--- src/verilog/sio_pkg.sv ---
// Constants and carrier types for the serial interface options register.
package sio_pkg;

    // ========================================================================
    // Serial frame layout
    // ========================================================================
    localparam int          SIO_CMD_BITS    = 8;
    localparam int          SIO_ADDR_W      = 6;
    localparam int          SIO_CNT_W       = 6;
    localparam int          SIO_CMD_WEN_BIT = 7;   // Must be 0 for a command
    localparam int          SIO_CMD_RD_BIT  = 6;   // 1 read, 0 write
    localparam int          SIO_SHOUT_W     = 24;

    // ========================================================================
    // Register map
    // ========================================================================
    localparam logic [5:0]  SIO_ADDR_OPTIONS  = 6'h02;
    localparam logic [5:0]  SIO_ADDR_CHECKSUM = 6'h03;
    localparam int          SIO_OPT_W         = 16;
    localparam int          SIO_CHK_W         = 24;
    localparam logic [15:0] SIO_OPT_RESET     = 16'h0000;
    localparam logic [15:0] SIO_OPT_WMASK     = 16'h19e0; // Writable bits
    localparam logic [23:0] SIO_CHK_ZERO      = 24'h000000;
    localparam logic [7:0]  SIO_PAD_BYTE      = 8'h00;

    // ========================================================================
    // Options register fields
    // ========================================================================
    localparam int SIO_BIT_ALT_GATE   = 12;
    localparam int SIO_BIT_DRIVE      = 11;
    localparam int SIO_BIT_LINE_RST   = 8;
    localparam int SIO_BIT_CONT_READ  = 7;
    localparam int SIO_BIT_APPEND     = 6;
    localparam int SIO_BIT_MON_EN     = 5;

    // Port state machine, Gray coded along idle-command-data
    typedef enum logic [1:0] {
        SIO_IDLE = 2'b00,
        SIO_CMD  = 2'b01,
        SIO_DATA = 2'b11,
        SIO_SKIP = 2'b10
    } sio_state_t;

    // Decoded option enables handed to the rest of the converter
    typedef struct packed {
        logic alternate_gate_behaviour;
        logic output_drive_boost;
        logic output_line_reset_enable;
        logic continuous_result_read;
        logic append_status_to_result;
        logic integrity_monitor_enable;
    } sio_opts_t;

    // Serial pins as seen by the device
    typedef struct packed {
        logic sclk;
        logic cs_n;
        logic din;
    } sio_pins_t;

endpackage : sio_pkg

--- src/verilog/sio_sync.sv ---
// Two-flop synchroniser with edge detection for the serial pins.
`timescale 1ns/1ps

module sio_sync #(
    parameter int WIDTH = 3
) (
    // Clock and reset
    input  wire logic             i_clk_sys,
    input  wire logic             i_rst,
    // Asynchronous inputs
    input  wire logic [WIDTH-1:0] i_async,
    // Synchronised level and edges
    output logic      [WIDTH-1:0] o_level,
    output logic      [WIDTH-1:0] o_rise,
    output logic      [WIDTH-1:0] o_fall
);

    // ========================================================================
    // State
    // ========================================================================
    typedef struct packed {
        logic [WIDTH-1:0] meta;   // Read by the second stage only
        logic [WIDTH-1:0] sync;
        logic [WIDTH-1:0] prev;
    } sio_sync_state_t;

    sio_sync_state_t s_reg;
    sio_sync_state_t s_next;

    initial begin
        if (WIDTH < 1) begin
            $error("sio_sync: WIDTH must be at least 1");
        end
    end

    // Shift chain
    always_comb begin
        s_next      = s_reg;
        s_next.meta = i_async;
        s_next.sync = s_reg.meta;
        s_next.prev = s_reg.sync;
    end

    // Reset to all ones: idle serial lines sit high
    always_ff @(posedge i_clk_sys or posedge i_rst) begin
        if (i_rst) begin
            s_reg <= '{default: '1};
        end else begin
            s_reg <= s_next;
        end
    end

    // Edges come from stage two and three, never from the first flop
    assign o_level = s_reg.sync;
    assign o_rise  = s_reg.sync & ~s_reg.prev;
    assign o_fall  = ~s_reg.sync & s_reg.prev;

endmodule : sio_sync

--- src/verilog/sio_options.sv ---
// Serial interface options register with its port and integrity monitor.
`timescale 1ns/1ps

// Overview of operation
// - Options register, 16 bits at address 0x02, resets to all zeros.
// - Bits 15:13, 10:9 and 4:0 read zero; host writes zero there.
// - Bit 12 selects the alternate conversion-gate pin behaviour.
// - Bit 11 raises drive strength of the serial output pin.
// - Bit 8 enables serial output line reset, reset value zero.
// - Bit 7 selects continuous reading of the result register.
// - Bit 6 appends status contents to every result read.
// - With bit 5 set, a monitored register change sets the fault flag.
// - Writing 0 to bit 5 clears the fault and stops monitoring.
// - Options, result and status registers are not monitored.
// - A 24-bit checksum (the monitored word itself) is readable, zero while monitoring is off.
module sio_options (
    // Clock and reset
    input  wire logic                   i_clk_sys,
    input  wire logic                   i_rst,
    // Serial port pins
    input  wire logic                   i_sclk,
    input  wire logic                   i_cs_n,
    input  wire logic                   i_din,
    output logic                        o_dout,
    output logic                        o_dout_oe_n,
    // Monitored register contents from the rest of the device
    input  wire logic [23:0]            i_mon_word,
    input  wire logic                   i_mon_update,
    // Option enables and monitor results
    output sio_pkg::sio_opts_t          o_opts,
    output logic                        o_integrity_fault_flag,
    output logic [23:0]                 o_register_checksum
);

    // ========================================================================
    // State
    // ========================================================================
    typedef struct packed {
        sio_pkg::sio_state_t  state;
        logic [5:0]           bit_cnt;
        logic [7:0]           cmd;
        logic [15:0]          shin;
        logic [23:0]          shout;
        logic                 dout;
        logic [15:0]          opts;
        logic [23:0]          mon_ref;
        logic [23:0]          checksum;
        logic                 fault;
    } sio_opt_state_t;

    localparam logic [5:0] CNT_CMD_LAST =
        6'(sio_pkg::SIO_CMD_BITS - 1);
    localparam logic [5:0] CNT_WR_LAST  =
        6'(sio_pkg::SIO_CMD_BITS + sio_pkg::SIO_OPT_W - 1);
    localparam logic [5:0] CNT_MAX      = 6'h3f;

    // Register contents after reset; options and checksum start at zero
    localparam sio_opt_state_t ST_RESET = '{
        state:    sio_pkg::SIO_IDLE,
        bit_cnt:  6'h00,
        cmd:      8'h00,
        shin:     16'h0000,
        shout:    24'h000000,
        dout:     1'b0,
        opts:     sio_pkg::SIO_OPT_RESET,
        mon_ref:  24'h000000,
        checksum: sio_pkg::SIO_CHK_ZERO,
        fault:    1'b0
    };

    sio_opt_state_t s_reg;
    sio_opt_state_t s_next;

    sio_pkg::sio_pins_t pin_level;
    sio_pkg::sio_pins_t pin_rise;
    sio_pkg::sio_pins_t pin_fall;

    // ========================================================================
    // Pin synchronisers
    // ========================================================================
    sio_sync #(
        .WIDTH (3)
    ) u_sync (
        .i_clk_sys (i_clk_sys),
        .i_rst     (i_rst),
        .i_async   ({i_sclk, i_cs_n, i_din}),
        .o_level   (pin_level),
        .o_rise    (pin_rise),
        .o_fall    (pin_fall)
    );

    // ========================================================================
    // Read data, left aligned so the first bit leaves from the top
    // ========================================================================
    function automatic logic [23:0] read_word(
        input logic [5:0]  addr,
        input logic [15:0] opts,
        input logic [23:0] checksum
    );
        logic [23:0] w;
        w = sio_pkg::SIO_CHK_ZERO;
        if (addr == sio_pkg::SIO_ADDR_OPTIONS) begin
            w = {opts & sio_pkg::SIO_OPT_WMASK, sio_pkg::SIO_PAD_BYTE};
        end else if (addr == sio_pkg::SIO_ADDR_CHECKSUM) begin
            w = checksum;
        end
        return w;
    endfunction : read_word

    // Saturating bit counter step, shared by both frame phases
    function automatic logic [5:0] cnt_step(input logic [5:0] c);
        return (c == CNT_MAX) ? c : 6'(c + 6'h01);
    endfunction : cnt_step

    // Command decode, shared by the shift, write and enable paths
    function automatic logic is_read(input logic [7:0] cmd);
        return cmd[sio_pkg::SIO_CMD_RD_BIT];
    endfunction : is_read

    function automatic logic is_opt_write(input logic [7:0] cmd);
        return !cmd[sio_pkg::SIO_CMD_RD_BIT] &&
               (cmd[5:0] == sio_pkg::SIO_ADDR_OPTIONS);
    endfunction : is_opt_write

    // Monitored contents differ from the reference on an update
    function automatic logic mon_mismatch(
        input logic        armed,
        input logic        update,
        input logic [23:0] word,
        input logic [23:0] ref_word
    );
        return armed && update && (word != ref_word);
    endfunction : mon_mismatch

    // ========================================================================
    // Elaboration checks
    // ========================================================================
    // Frame lengths must fit the saturating bit counter
    initial begin
        if (sio_pkg::SIO_CMD_BITS + sio_pkg::SIO_SHOUT_W >= 64) begin
            $error("sio_options: frame longer than the bit counter");
        end
        if (sio_pkg::SIO_OPT_W + 8 > sio_pkg::SIO_SHOUT_W) begin
            $error("sio_options: options word wider than read shifter");
        end
    end

    // ========================================================================
    // Next state
    // ========================================================================
    always_comb begin
        logic [7:0]  cmd_v;
        logic [15:0] wr_v;
        logic        en_old;
        logic        en_new;
        cmd_v  = '0;
        wr_v   = '0;
        en_old = 1'b0;
        en_new = 1'b0;
        s_next = s_reg;

        // Frame logic: sample on rising link edge, shift on falling edge
        if (pin_level.cs_n) begin
            s_next.state   = sio_pkg::SIO_IDLE;
            s_next.bit_cnt = '0;
            s_next.dout    = 1'b0;
        end else begin
            case (s_reg.state)
                sio_pkg::SIO_IDLE: begin
                    s_next.state   = sio_pkg::SIO_CMD;
                    s_next.bit_cnt = '0;
                end
                sio_pkg::SIO_CMD: begin
                    if (pin_rise.sclk) begin
                        cmd_v          = {s_reg.cmd[6:0], pin_level.din};
                        s_next.cmd     = cmd_v;
                        s_next.bit_cnt = cnt_step(s_reg.bit_cnt);
                        if (s_reg.bit_cnt == CNT_CMD_LAST) begin
                            if (cmd_v[sio_pkg::SIO_CMD_WEN_BIT]) begin
                                s_next.state = sio_pkg::SIO_SKIP;
                            end else begin
                                s_next.state = sio_pkg::SIO_DATA;
                                s_next.shout = read_word(
                                    cmd_v[5:0], s_reg.opts,
                                    s_reg.checksum);
                            end
                        end
                    end
                end
                sio_pkg::SIO_DATA: begin
                    if (pin_rise.sclk) begin
                        wr_v           = {s_reg.shin[14:0], pin_level.din};
                        s_next.shin    = wr_v;
                        s_next.bit_cnt = cnt_step(s_reg.bit_cnt);
                        // Options write lands on the sixteenth data bit
                        if (is_opt_write(s_reg.cmd) &&
                            s_reg.bit_cnt == CNT_WR_LAST) begin
                            // Reserved bits stay zero whatever is sent
                            s_next.opts = wr_v &
                                sio_pkg::SIO_OPT_WMASK;
                        end
                    end
                    // Falling link edge: next read bit goes to the pin
                    if (pin_fall.sclk && is_read(s_reg.cmd)) begin
                        s_next.dout  = s_reg.shout[sio_pkg::SIO_SHOUT_W-1];
                        s_next.shout = {s_reg.shout[22:0], 1'b0};
                    end
                end
                sio_pkg::SIO_SKIP: begin
                    // Bad command: ignore the rest of the frame
                    s_next.state = sio_pkg::SIO_SKIP;
                end
                default: begin
                    s_next.state = sio_pkg::SIO_IDLE;
                end
            endcase
        end

        // --------------------------------------------------------------------
        // Integrity monitor, fed by the options after this cycle's write
        // --------------------------------------------------------------------
        en_old = s_reg.opts[sio_pkg::SIO_BIT_MON_EN];
        en_new = s_next.opts[sio_pkg::SIO_BIT_MON_EN];

        // Reference taken as monitoring starts; host set up the rest first
        if (en_new && !en_old) begin
            s_next.mon_ref = i_mon_word;
        end

        // Clear only while monitoring is off, so no set is ever lost.
        // The watched word excludes options, result and status contents.
        if (!en_new) begin
            s_next.fault = 1'b0;
        end else if (mon_mismatch(en_old, i_mon_update, i_mon_word,
                                  s_reg.mon_ref)) begin
            s_next.fault = 1'b1;
        end

        // Checksum reads as zero whenever monitoring is off
        if (en_new) begin
            s_next.checksum = i_mon_word;
        end else begin
            s_next.checksum = sio_pkg::SIO_CHK_ZERO;
        end
    end

    // ========================================================================
    // State register
    // ========================================================================
    // Asynchronous reset loads constants only
    always_ff @(posedge i_clk_sys or posedge i_rst) begin
        if (i_rst) begin
            s_reg <= ST_RESET;
        end else begin
            s_reg <= s_next;
        end
    end

    // ========================================================================
    // Outputs
    // ========================================================================
    // Pin driven only while a read frame is shifting data; the enable is
    // decoded from flops, so it cannot glitch on a half-seen command
    assign o_dout      = s_reg.dout;
    assign o_dout_oe_n = !((s_reg.state == sio_pkg::SIO_DATA) &&
                           is_read(s_reg.cmd));

    // Option enables straight from the register bits
    assign o_opts.alternate_gate_behaviour =
        s_reg.opts[sio_pkg::SIO_BIT_ALT_GATE];
    assign o_opts.output_drive_boost =
        s_reg.opts[sio_pkg::SIO_BIT_DRIVE];
    assign o_opts.output_line_reset_enable =
        s_reg.opts[sio_pkg::SIO_BIT_LINE_RST];
    assign o_opts.continuous_result_read =
        s_reg.opts[sio_pkg::SIO_BIT_CONT_READ];
    assign o_opts.append_status_to_result =
        s_reg.opts[sio_pkg::SIO_BIT_APPEND];
    assign o_opts.integrity_monitor_enable =
        s_reg.opts[sio_pkg::SIO_BIT_MON_EN];

    // Monitor results, both registered
    assign o_integrity_fault_flag = s_reg.fault;
    assign o_register_checksum    = s_reg.checksum;

endmodule : sio_options

--- config.mk ---
export PLATFORM = sky130hd
export DESIGN_NAME = sio_options
export DESIGN_NICKNAME = d
export VERILOG_FILES = /design/src/verilog/sio_pkg.sv /design/src/verilog/sio_sync.sv /design/src/verilog/sio_options.sv
export SDC_FILE = /design/constraint.sdc
export NUM_CORES = 1
export LEC_CHECK = 0
export BUFFER_PORTS_ARGS = -buffer_cell sky130_fd_sc_hd__buf_2
export CAP_MARGIN = 20
export CORE_ASPECT_RATIO = 0.75
export CORE_MARGIN = 2
export CORE_UTILIZATION = 55
export CTS_BUF_LIST = sky130_fd_sc_hd__clkbuf_4 sky130_fd_sc_hd__clkbuf_8 sky130_fd_sc_hd__clkbuf_16
export DETAILED_ROUTE_END_ITERATION = 8
export PLACE_DENSITY = 0.81
export SLEW_MARGIN = 25
export SYNTH_ARGS = -nofsm -noshare
export SYNTH_HDL_FRONTEND = slang
export SYNTH_SLANG_ARGS = --single-unit
--- constraint.sdc ---
create_clock -name i_clk_sys -period 6.9 [get_ports i_clk_sys]
set_clock_uncertainty 0.05 [all_clocks]
set_input_delay 0 -clock i_clk_sys [delete_from_list [all_inputs] [get_ports i_clk_sys]]
set_output_delay 0 -clock i_clk_sys [all_outputs]
set_load 0.05 [all_outputs]
==> metrics.yaml, run 1 <==
outcome:
  outcome: "finished, final reports clean"
power_and_ir_drop:
  internal_power_mw: 1.49
  sequentialPowerShare_pct: 41.5
  power_switching_share_pct: 26.2
  switchingPower_mw: 0.528
  power_frac_comb_pct: 13.8
  vdd.ir_drop.worst_mv: 0.179
  p_clk_share_pct: 44.7
  pwr_density_cell_nw_per_um2: 328
  power.static_leakage_nw: 2.88
floorplan:
  initial_core_util_pct: 56.2
  chipHeight_um: 87.1
  chipWidth_um: 115
  floorplan.rows: 30
  io_pins: 63
  floorplan.core_area_um2: 9010
  total_die_area_um2: 10000
timing:
  timing.final.crit_share_pct: 54.9
  final-setup-viol-count: 0
  rsz0062_at_grt: "false"
  setup-tns-final_ns: 0
  max_slew_margin_pct: 30.2
  fmaxAchievable_mhz: 264
  worst_slew_pin_slew_ns: 1.05
  fin_crit_ns: 3.79
  finalMaxSlewViolations: 0
  timing_hold_violations_final: 0
  postLayoutSetupSlackWorst_ns: 3.11
setup_path:
  critical_path_required_ns: 7.14
  crit_family: "simple AND/OR/NAND/NOR gates"
  path_depth: 6
  regToRegStartpoint: "s_reg[121]$_DFFE_PP0P_"
  setup.worst_path.start_class: "flip-flop"
  worstSetupStartpoint: "s_reg[121]$_DFFE_PP0P_"
  cpMaxStageDelayCell: "ha_1"
  crit_path_cell_trace: "ha_1 -> and4bb_1 -> nand2_1 -> nor3_4 -> nand3b_2 -> mux2_2"
  setup.worst_path.class: "reg2reg"
  timing.critical_path.arrival_ns: 4.02
  critical_path_sink: "s_reg[27]$_DFFE_PP0P_"
  worstSetupEndpointType: "flip-flop"
  critical_path.max_fanout: 30
  r2r.worst_path.cells: 6
  critPathMaxStageDelay_ns: 0.87
  reg2reg_to: "s_reg[27]$_DFFE_PP0P_"
  r2r_setup_slack_ns: 3.11
  timing.critical_path.buf_inv: 0
logic_synthesis:
  number_of_flops_mapped_to_enable_cells_by_yosys: 0
  count_of_state_elements_after_synthesis: 114
  synth.cell_area_um2: 5060
  most_frequent_cell_after_synthesis: "dfrtp_1"
  syn-mean-instance-area_um2: 11.9
  post-synth-top-area-fraction_pct: 52.9
  netlist-cell-type-count: 38
  cell_types_with_the_largest_area_share_after_synthesis: "dfrtp_1 (53%), mux2_2 (11%), buf_4 (4.4%)"
  seq_total_area_yosys_pct: 56.5
  synth_cells: 426
  synth_commonest_cells: "dfrtp_1 (107), mux2_2 (49), nor2_1 (43)"
  synth_warnings: 0
  dominantRegCellSynth: "dfrtp_1"
  ys_async_sr_fraction_pct: 100
  synth_nets: 461
  yosysTopAreaCell: "dfrtp_1"
drt:
  via_per_inst: 5.44
  iter_0_drt_violations: 197
  drc: 0
  drt_pass1_iterations: 5
  routed_wirelength_um: 11200
  routed-via-count: 3358
  drt.antenna.violating_nets: 0
  detail_route.wl_per_cell_um: 18.1
clock_tree:
  tritoncts_clock_tree: "done"
  cts-root-to-sink-buffers: 2
  cts_repair_resizes: 0
  cts_made_buffers: 17
  cts.hold.buffers_added: 29
  cts.reportedPaths.clkPinSlew_ns: 0.05
  clkSinkCount: 114
  cts_htree_levels: 4
  clock_insertion_delay_worst_skew_ns: 0.41
  post-cts-setup-buffers: 0
  cts-root-buf: "clkbuf_16"
layout:
  fraction_of_layout_instances_using_a_drive_strength_above_1_pct: 31.7
  fillerInstances: 613
  largest_register_ff_count: 75
  final_util_pct: 68.4
  area_growth_syn_to_layout_pct: 21.7
  final_nets: 527
  multi_input_area_um2: 1880
  area_taken_by_flip_flops_and_latches_um2: 2860
  antenna_cell_count: 0
global_routing:
  grt_util_all_layers_pct: 24.6
  grt_start_max_net_pins: 61
  first_global_vias: 3518
  initial_antenna_violation_count: 0
  grt_first_pass_wirelength_um: 18100
  total_overflow_reported_by_the_global_router: 0
placement:
  dp_worst_setup_slack_ns: 3.15
  io_buffers: 62
  place.detailed.hpwl_um: 6760
  gp_congestion: 0.816
worst_hold_path:
  worst_hold_path_type: "in2reg"
flow_run:
  drv_cap: 0
==> metrics by stage <==
step	power [mW]	hold slack, ns	cell area (um^2)	instances
final	2.02	0.187	6160	617
after global routing	2.11	0.176	6160	617
after CTS	2.03	0.170	6150	617
after detailed placement	1.10	0.0568	5250	556
after global placement	1.07	0.0555	5250	556
after floorplan	1.02	-0.0455	5060	426
==> cell type report <==
cell class | count | area share, %
clock buffers | 22 | 7.82
clock inverters | 10 | 2.15
inverters | 9 | 0.589
multi-input cells | 256 | 30.6
flip-flops and latches | 114 | 46.5
well taps | 112 | 2.28
repair buffers | 94 | 10.1
==> worst min-delay path by stage <==
stage / start / endpoint / slack (ns) / cells past startpoint
2_1_floorplan: i_din / u_sync.s_next[3]$_DFF_PP1_ / -0.05 / 0
6_report: i_cs_n / u_sync.s_next[4]$_DFF_PP1_ / 0.19 / 2
3_5_place_dp: i_din / u_sync.s_next[3]$_DFF_PP1_ / 0.06 / 1
5_1_grt: i_din / u_sync.s_next[3]$_DFF_PP1_ / 0.18 / 2
3_3_place_gp: i_din / u_sync.s_next[3]$_DFF_PP1_ / 0.06 / 1
4_1_cts: i_cs_n / u_sync.s_next[4]$_DFF_PP1_ / 0.17 / 2
==> layer usage <==
layer,global-route usage [%],wire [um]
met1,30.6,4750
met4,8.11,125
met3,8.84,611
met5,0,0
met2,40.3,5670
==> placed cells by master (no fill, tap or decap), drive strengths merged, types with 4 or more instances in the layout <==
cell,netlist,layout
xnor2,13,13
a22oi,18,18
nor3,5,5
a21oi,35,35
nand3,5,5
nand3b,4,4
mux2i,9,9
xor2,13,13
inv,9,9
dfstp,7,7
nor2,43,43
mux2,49,49
nand2,4,4
dlygate4sd3,0,29
ha,5,5
buf,36,65
dfrtp,107,107
nor2b,25,25
clkbuf,11,22
nor4,4,4
clkinv,0,4
==> worst reg2reg max path, stage by stage, from the launching register on <==
cell	delay, ns
dfrtp_1	0.39
ha_1	0.87
and4bb_1	0.70
nand2_1	0.19
nor3_4	0.43
nand3b_2	0.54
mux2_2	0.49
==> cell families after synthesis <==
kind of cell,count (synthesis),synth area share [%]
multiplexers,58,12.7
AO/OA/AOI/OAI,62,7.37
XOR/XNOR,26,4.50
adder cells (fa/ha/maj),5,1.24
buffers and inverters,56,6.48
AND/OR/NAND/NOR,105,11.2
flip-flops,114,56.5
==> power by group through the flow <==
stage	sequential, mW	combinational (mW)	clock, mW
after global placement	0.835	0.239	0
after floorplan	0.823	0.202	0
after detailed placement	0.841	0.260	0
after global routing	0.848	0.315	0.950
final	0.838	0.278	0.902
after CTS	0.836	0.278	0.915
Power figures use the tool's default switching activity.
==> run 2, diff against run 1 <==
--- a/config.mk
+++ b/config.mk
@@ -5,6 +5,7 @@
 export SDC_FILE = /design/constraint.sdc
 export NUM_CORES = 1
 export LEC_CHECK = 0
+export ABC_AREA = 1
 export BUFFER_PORTS_ARGS = -buffer_cell sky130_fd_sc_hd__buf_2
 export CAP_MARGIN = 20
 export CORE_ASPECT_RATIO = 0.75
==> constraint.sdc (replaced) <==
create_clock -name i_clk_sys -period 3.9 [get_ports i_clk_sys]
set_clock_uncertainty 0.05 [all_clocks]
set_input_delay 0 -clock i_clk_sys [delete_from_list [all_inputs] [get_ports i_clk_sys]]
set_output_delay 0 -clock i_clk_sys [all_outputs]
set_load 0.05 [all_outputs]
==> metrics.yaml, run 2 <==
drt:
  iter_0_drt_violations: 496  # was 197
  drt_pass1_iterations: 7  # was 5
  routed-via-count: 4798  # was 3,358
  routed_wirelength_um: 13800  # was 11,200 um
  drt.antenna.violating_nets: 0  # unchanged
  via_per_inst: 5.25  # was 5.44
  detail_route.wl_per_cell_um: 15.1  # was 18.1 um
  drc: 0  # unchanged
timing:
  timing_hold_violations_final: 0  # unchanged
  hold_slack_ns: 0.180  # was 0.187 ns
  fin_crit_ns: 3.00  # was 3.79 ns
  rsz0062_at_grt: "false"  # unchanged
  max_slew_margin_pct: 36.6  # was 30.2%
  worst_slew_pin_slew_ns: 0.949  # was 1.05 ns
  setup-tns-final_ns: 0  # unchanged
  fmaxAchievable_mhz: 333  # was 264 MHz
  final-setup-viol-count: 0  # unchanged
  finalMaxSlewViolations: 0  # unchanged
  timing.final.crit_share_pct: 77.0  # was 54.9%
outcome:
  outcome: "finished, final reports clean"  # unchanged
clock_tree:
  cts.reportedPaths.clkPinSlew_ns: 0.05  # about the same
  cts_htree_levels: 4  # unchanged
  clock_insertion_delay_worst_skew_ns: 0.41  # about the same
  clkSinkCount: 114  # unchanged
  cts-root-to-sink-buffers: 2  # unchanged
  tritoncts_clock_tree: "done"  # unchanged
  post-cts-setup-buffers: 0  # unchanged
  cts_made_buffers: 17  # unchanged
  cts-root-buf: "clkbuf_16"  # unchanged
floorplan:
  chipWidth_um: 120  # was 115 um
  initial_core_util_pct: 57.2  # was 56.2%
  floorplan.rows: 31  # was 30
  chipHeight_um: 91.1  # was 87.1 um
  total_die_area_um2: 11000  # was 10000 um^2
  io_pins: 63  # unchanged
  floorplan.core_area_um2: 9740  # was 9010 um^2
setup_path:
  cpMaxStageDelayCell: "nor2_2"  # was ha_1
  critical_path_required_ns: 4.14  # was 7.14 ns
  critPathMaxStageDelay_ns: 0.76  # was 0.87 ns
  crit_path_cell_trace: "ha_1 -> buf_4 -> o21ai_0 -> a21oi_1 -> o21ai_0 -> nor2_2 -> inv_2 -> nand2_1 -> nand2_1"  # was ha_1 -> and4bb_1 -> nand2_1 -> nor3_4 -> nand3b_2 -> mux2_2
  timing.critical_path.arrival_ns: 3.25  # was 4.02 ns
  r2r.worst_path.cells: 9  # was 6
  critical_path.max_fanout: 36  # was 30
  setup.worst_path.class: "reg2reg"  # unchanged
  setup.worst_path.start_class: "flip-flop"  # unchanged
  worstSetupEndpointType: "flip-flop"  # unchanged
global_routing:
  grt_start_max_net_pins: 86  # was 61
  first_global_vias: 4816  # was 3,518
  total_overflow_reported_by_the_global_router: 0  # unchanged
  grt_first_pass_wirelength_um: 22700  # was 18,100 um
  initial_antenna_violation_count: 0  # unchanged
  grt_util_all_layers_pct: 26.8  # was 24.6%
logic_synthesis:
  netlist-cell-type-count: 34  # was 38
  cell_types_with_the_largest_area_share_after_synthesis: "dfrtp_1 (48%), nand2_1 (16%), inv_1 (7.1%)"  # was dfrtp_1 (53%), mux2_2 (11%), buf_4 (4.4%)
  syn-mean-instance-area_um2: 7.87  # was 11.9 um^2
  number_of_flops_mapped_to_enable_cells_by_yosys: 0  # unchanged
  ys_async_sr_fraction_pct: 100  # unchanged
  synth_commonest_cells: "nand2_1 (232), dfrtp_1 (107), inv_1 (106)"  # was dfrtp_1 (107), mux2_2 (49), nor2_1 (43)
  synth.cell_area_um2: 5570  # was 5060 um^2
  post-synth-top-area-fraction_pct: 48.1  # was 52.9%
  dominantRegCellSynth: "dfrtp_1"  # unchanged
  yosysTopAreaCell: "dfrtp_1"  # unchanged
  synth_cells: 708  # was 426
  synth_warnings: 0  # unchanged
  seq_total_area_yosys_pct: 51.4  # was 56.5%
  most_frequent_cell_after_synthesis: "nand2_1"  # was dfrtp_1
  count_of_state_elements_after_synthesis: 114  # unchanged
  synth_nets: 743  # was 461
power_and_ir_drop:
  power.static_leakage_nw: 3.60  # was 2.88 nW
  pwr_density_cell_nw_per_um2: 502  # was 328 nW/um^2
  vdd.ir_drop.worst_mv: 0.315  # was 0.179 mV
layout:
  final_util_pct: 68.4  # about the same
  final_common_cell: "nand2_1"  # was dfrtp_1
  largest_register_ff_count: 75  # unchanged
  fraction_of_layout_instances_using_a_drive_strength_above_1_pct: 15.3  # was 31.7%
  antenna_cell_count: 0  # unchanged
  final_design_area_no_fill_um2: 6660  # was 6160 um^2
  final_nets: 804  # was 527
  multi_input_area_um2: 1930  # was 1880 um^2
  area_taken_by_flip_flops_and_latches_um2: 2860  # unchanged
  area_growth_syn_to_layout_pct: 19.5  # was 21.7%
  fillerInstances: 696  # was 613
  commonest_non_fill_non_tap_cells_in_the_layout: "nand2_1 (232), dfrtp_1 (107), inv_1 (105)"  # was dfrtp_1 (107), buf_2 (62), mux2_2 (49)
placement:
  dpl-instance-area_um2: 5710  # was 5250 um^2
  gp_congestion: 0.907  # was 0.816
  io_buffers: 62  # unchanged
  place.detailed.hpwl_um: 8440  # was 6760 um
worst_hold_path:
  worst_hold_path_type: "in2reg"  # unchanged
  whs_path_depth: 2  # unchanged
flow_run:
  drv_cap: 0  # unchanged
run 2: final timing paths:
path | from | end | slack, ns
max | s_reg[121]$_DFFE_PP0P_ | s_reg[83]$_DFFE_PP0P_ | 0.90
min | i_din | u_sync.s_next[3]$_DFF_PP1_ | 0.18
max reg2reg | s_reg[121]$_DFFE_PP0P_ | s_reg[83]$_DFFE_PP0P_ | 0.90
min reg2reg | u_sync.s_next[4]$_DFF_PP1_ | u_sync.o_level[1]$_DFF_PP1_ | 0.31
max in group asynchronous | i_rst | u_sync.s_reg[2]$_DFF_PP1_ | 2.65
min in group asynchronous | i_rst | s_reg[40]$_DFFE_PP0P_ | 0.24
run 2: per-stage QoR:
stage	setup WS [ns]	total power, mW	instances
finish	0.898	3.34	914
global route	0.581	3.45	914
CTS	0.915	3.34	914
detailed placement	0.974	1.61	853
global placement	1.06	1.59	853
floorplan	0.846	1.52	708
run 2: cell families after synthesis:
family                   count (synthesis)  synth area share, %
AO/OA/AOI/OAI                           77                 7.75
XOR/XNOR                                 3                0.472
adder cells (fa/ha/maj)                  5                 1.12
buffers and inverters                  163                 13.9
flip-flops                             114                 51.4
multiplexers                             1                0.202
AND/OR/NAND/NOR                        345                 25.1
run 2: report_power, final:
part           switching [mW]  leakage, nW  total, mW  internal (mW)
registers              0.0454         1.43       1.28           1.23
clock network           0.537        0.322       1.71           1.18
logic                   0.234         1.84      0.348          0.115
run 2: critical path: cells and delay by family, from the launching register on:
kind	cells	cell delay, ns
flip-flops	1	0.39
buffers and inverters	2	0.73
AND/OR/NAND/NOR	3	1.00
adder cells (fa/ha/maj)	1	0.24
AO/OA/AOI/OAI	3	0.47
run 2: timing repair:
action,CTS,global route
hold buffers,29,0
resized for setup,0,0
hold endpoints to repair,136,0
run 2: final cells by class:
| cell class | count | area share (%) |
|---|---|---|
| clock buffer | 22 | 7.05 |
| timing repair buffer | 94 | 9.36 |
| clock inverter | 10 | 2.73 |
| multi-input combinational | 431 | 29.0 |
| tap | 132 | 2.48 |
| sequential | 114 | 43.0 |
| inverter | 111 | 6.37 |
run 2: routing by layer:
metal / track usage, % / vias up / routed length [um]
met4: 13.6 / 0 / 517
met5: 0 / - / 0
met1: 32.5 / 2266 / 5550
li1: - / 2255 / -
met2: 43.7 / 220 / 6740
met3: 7.60 / 57 / 981
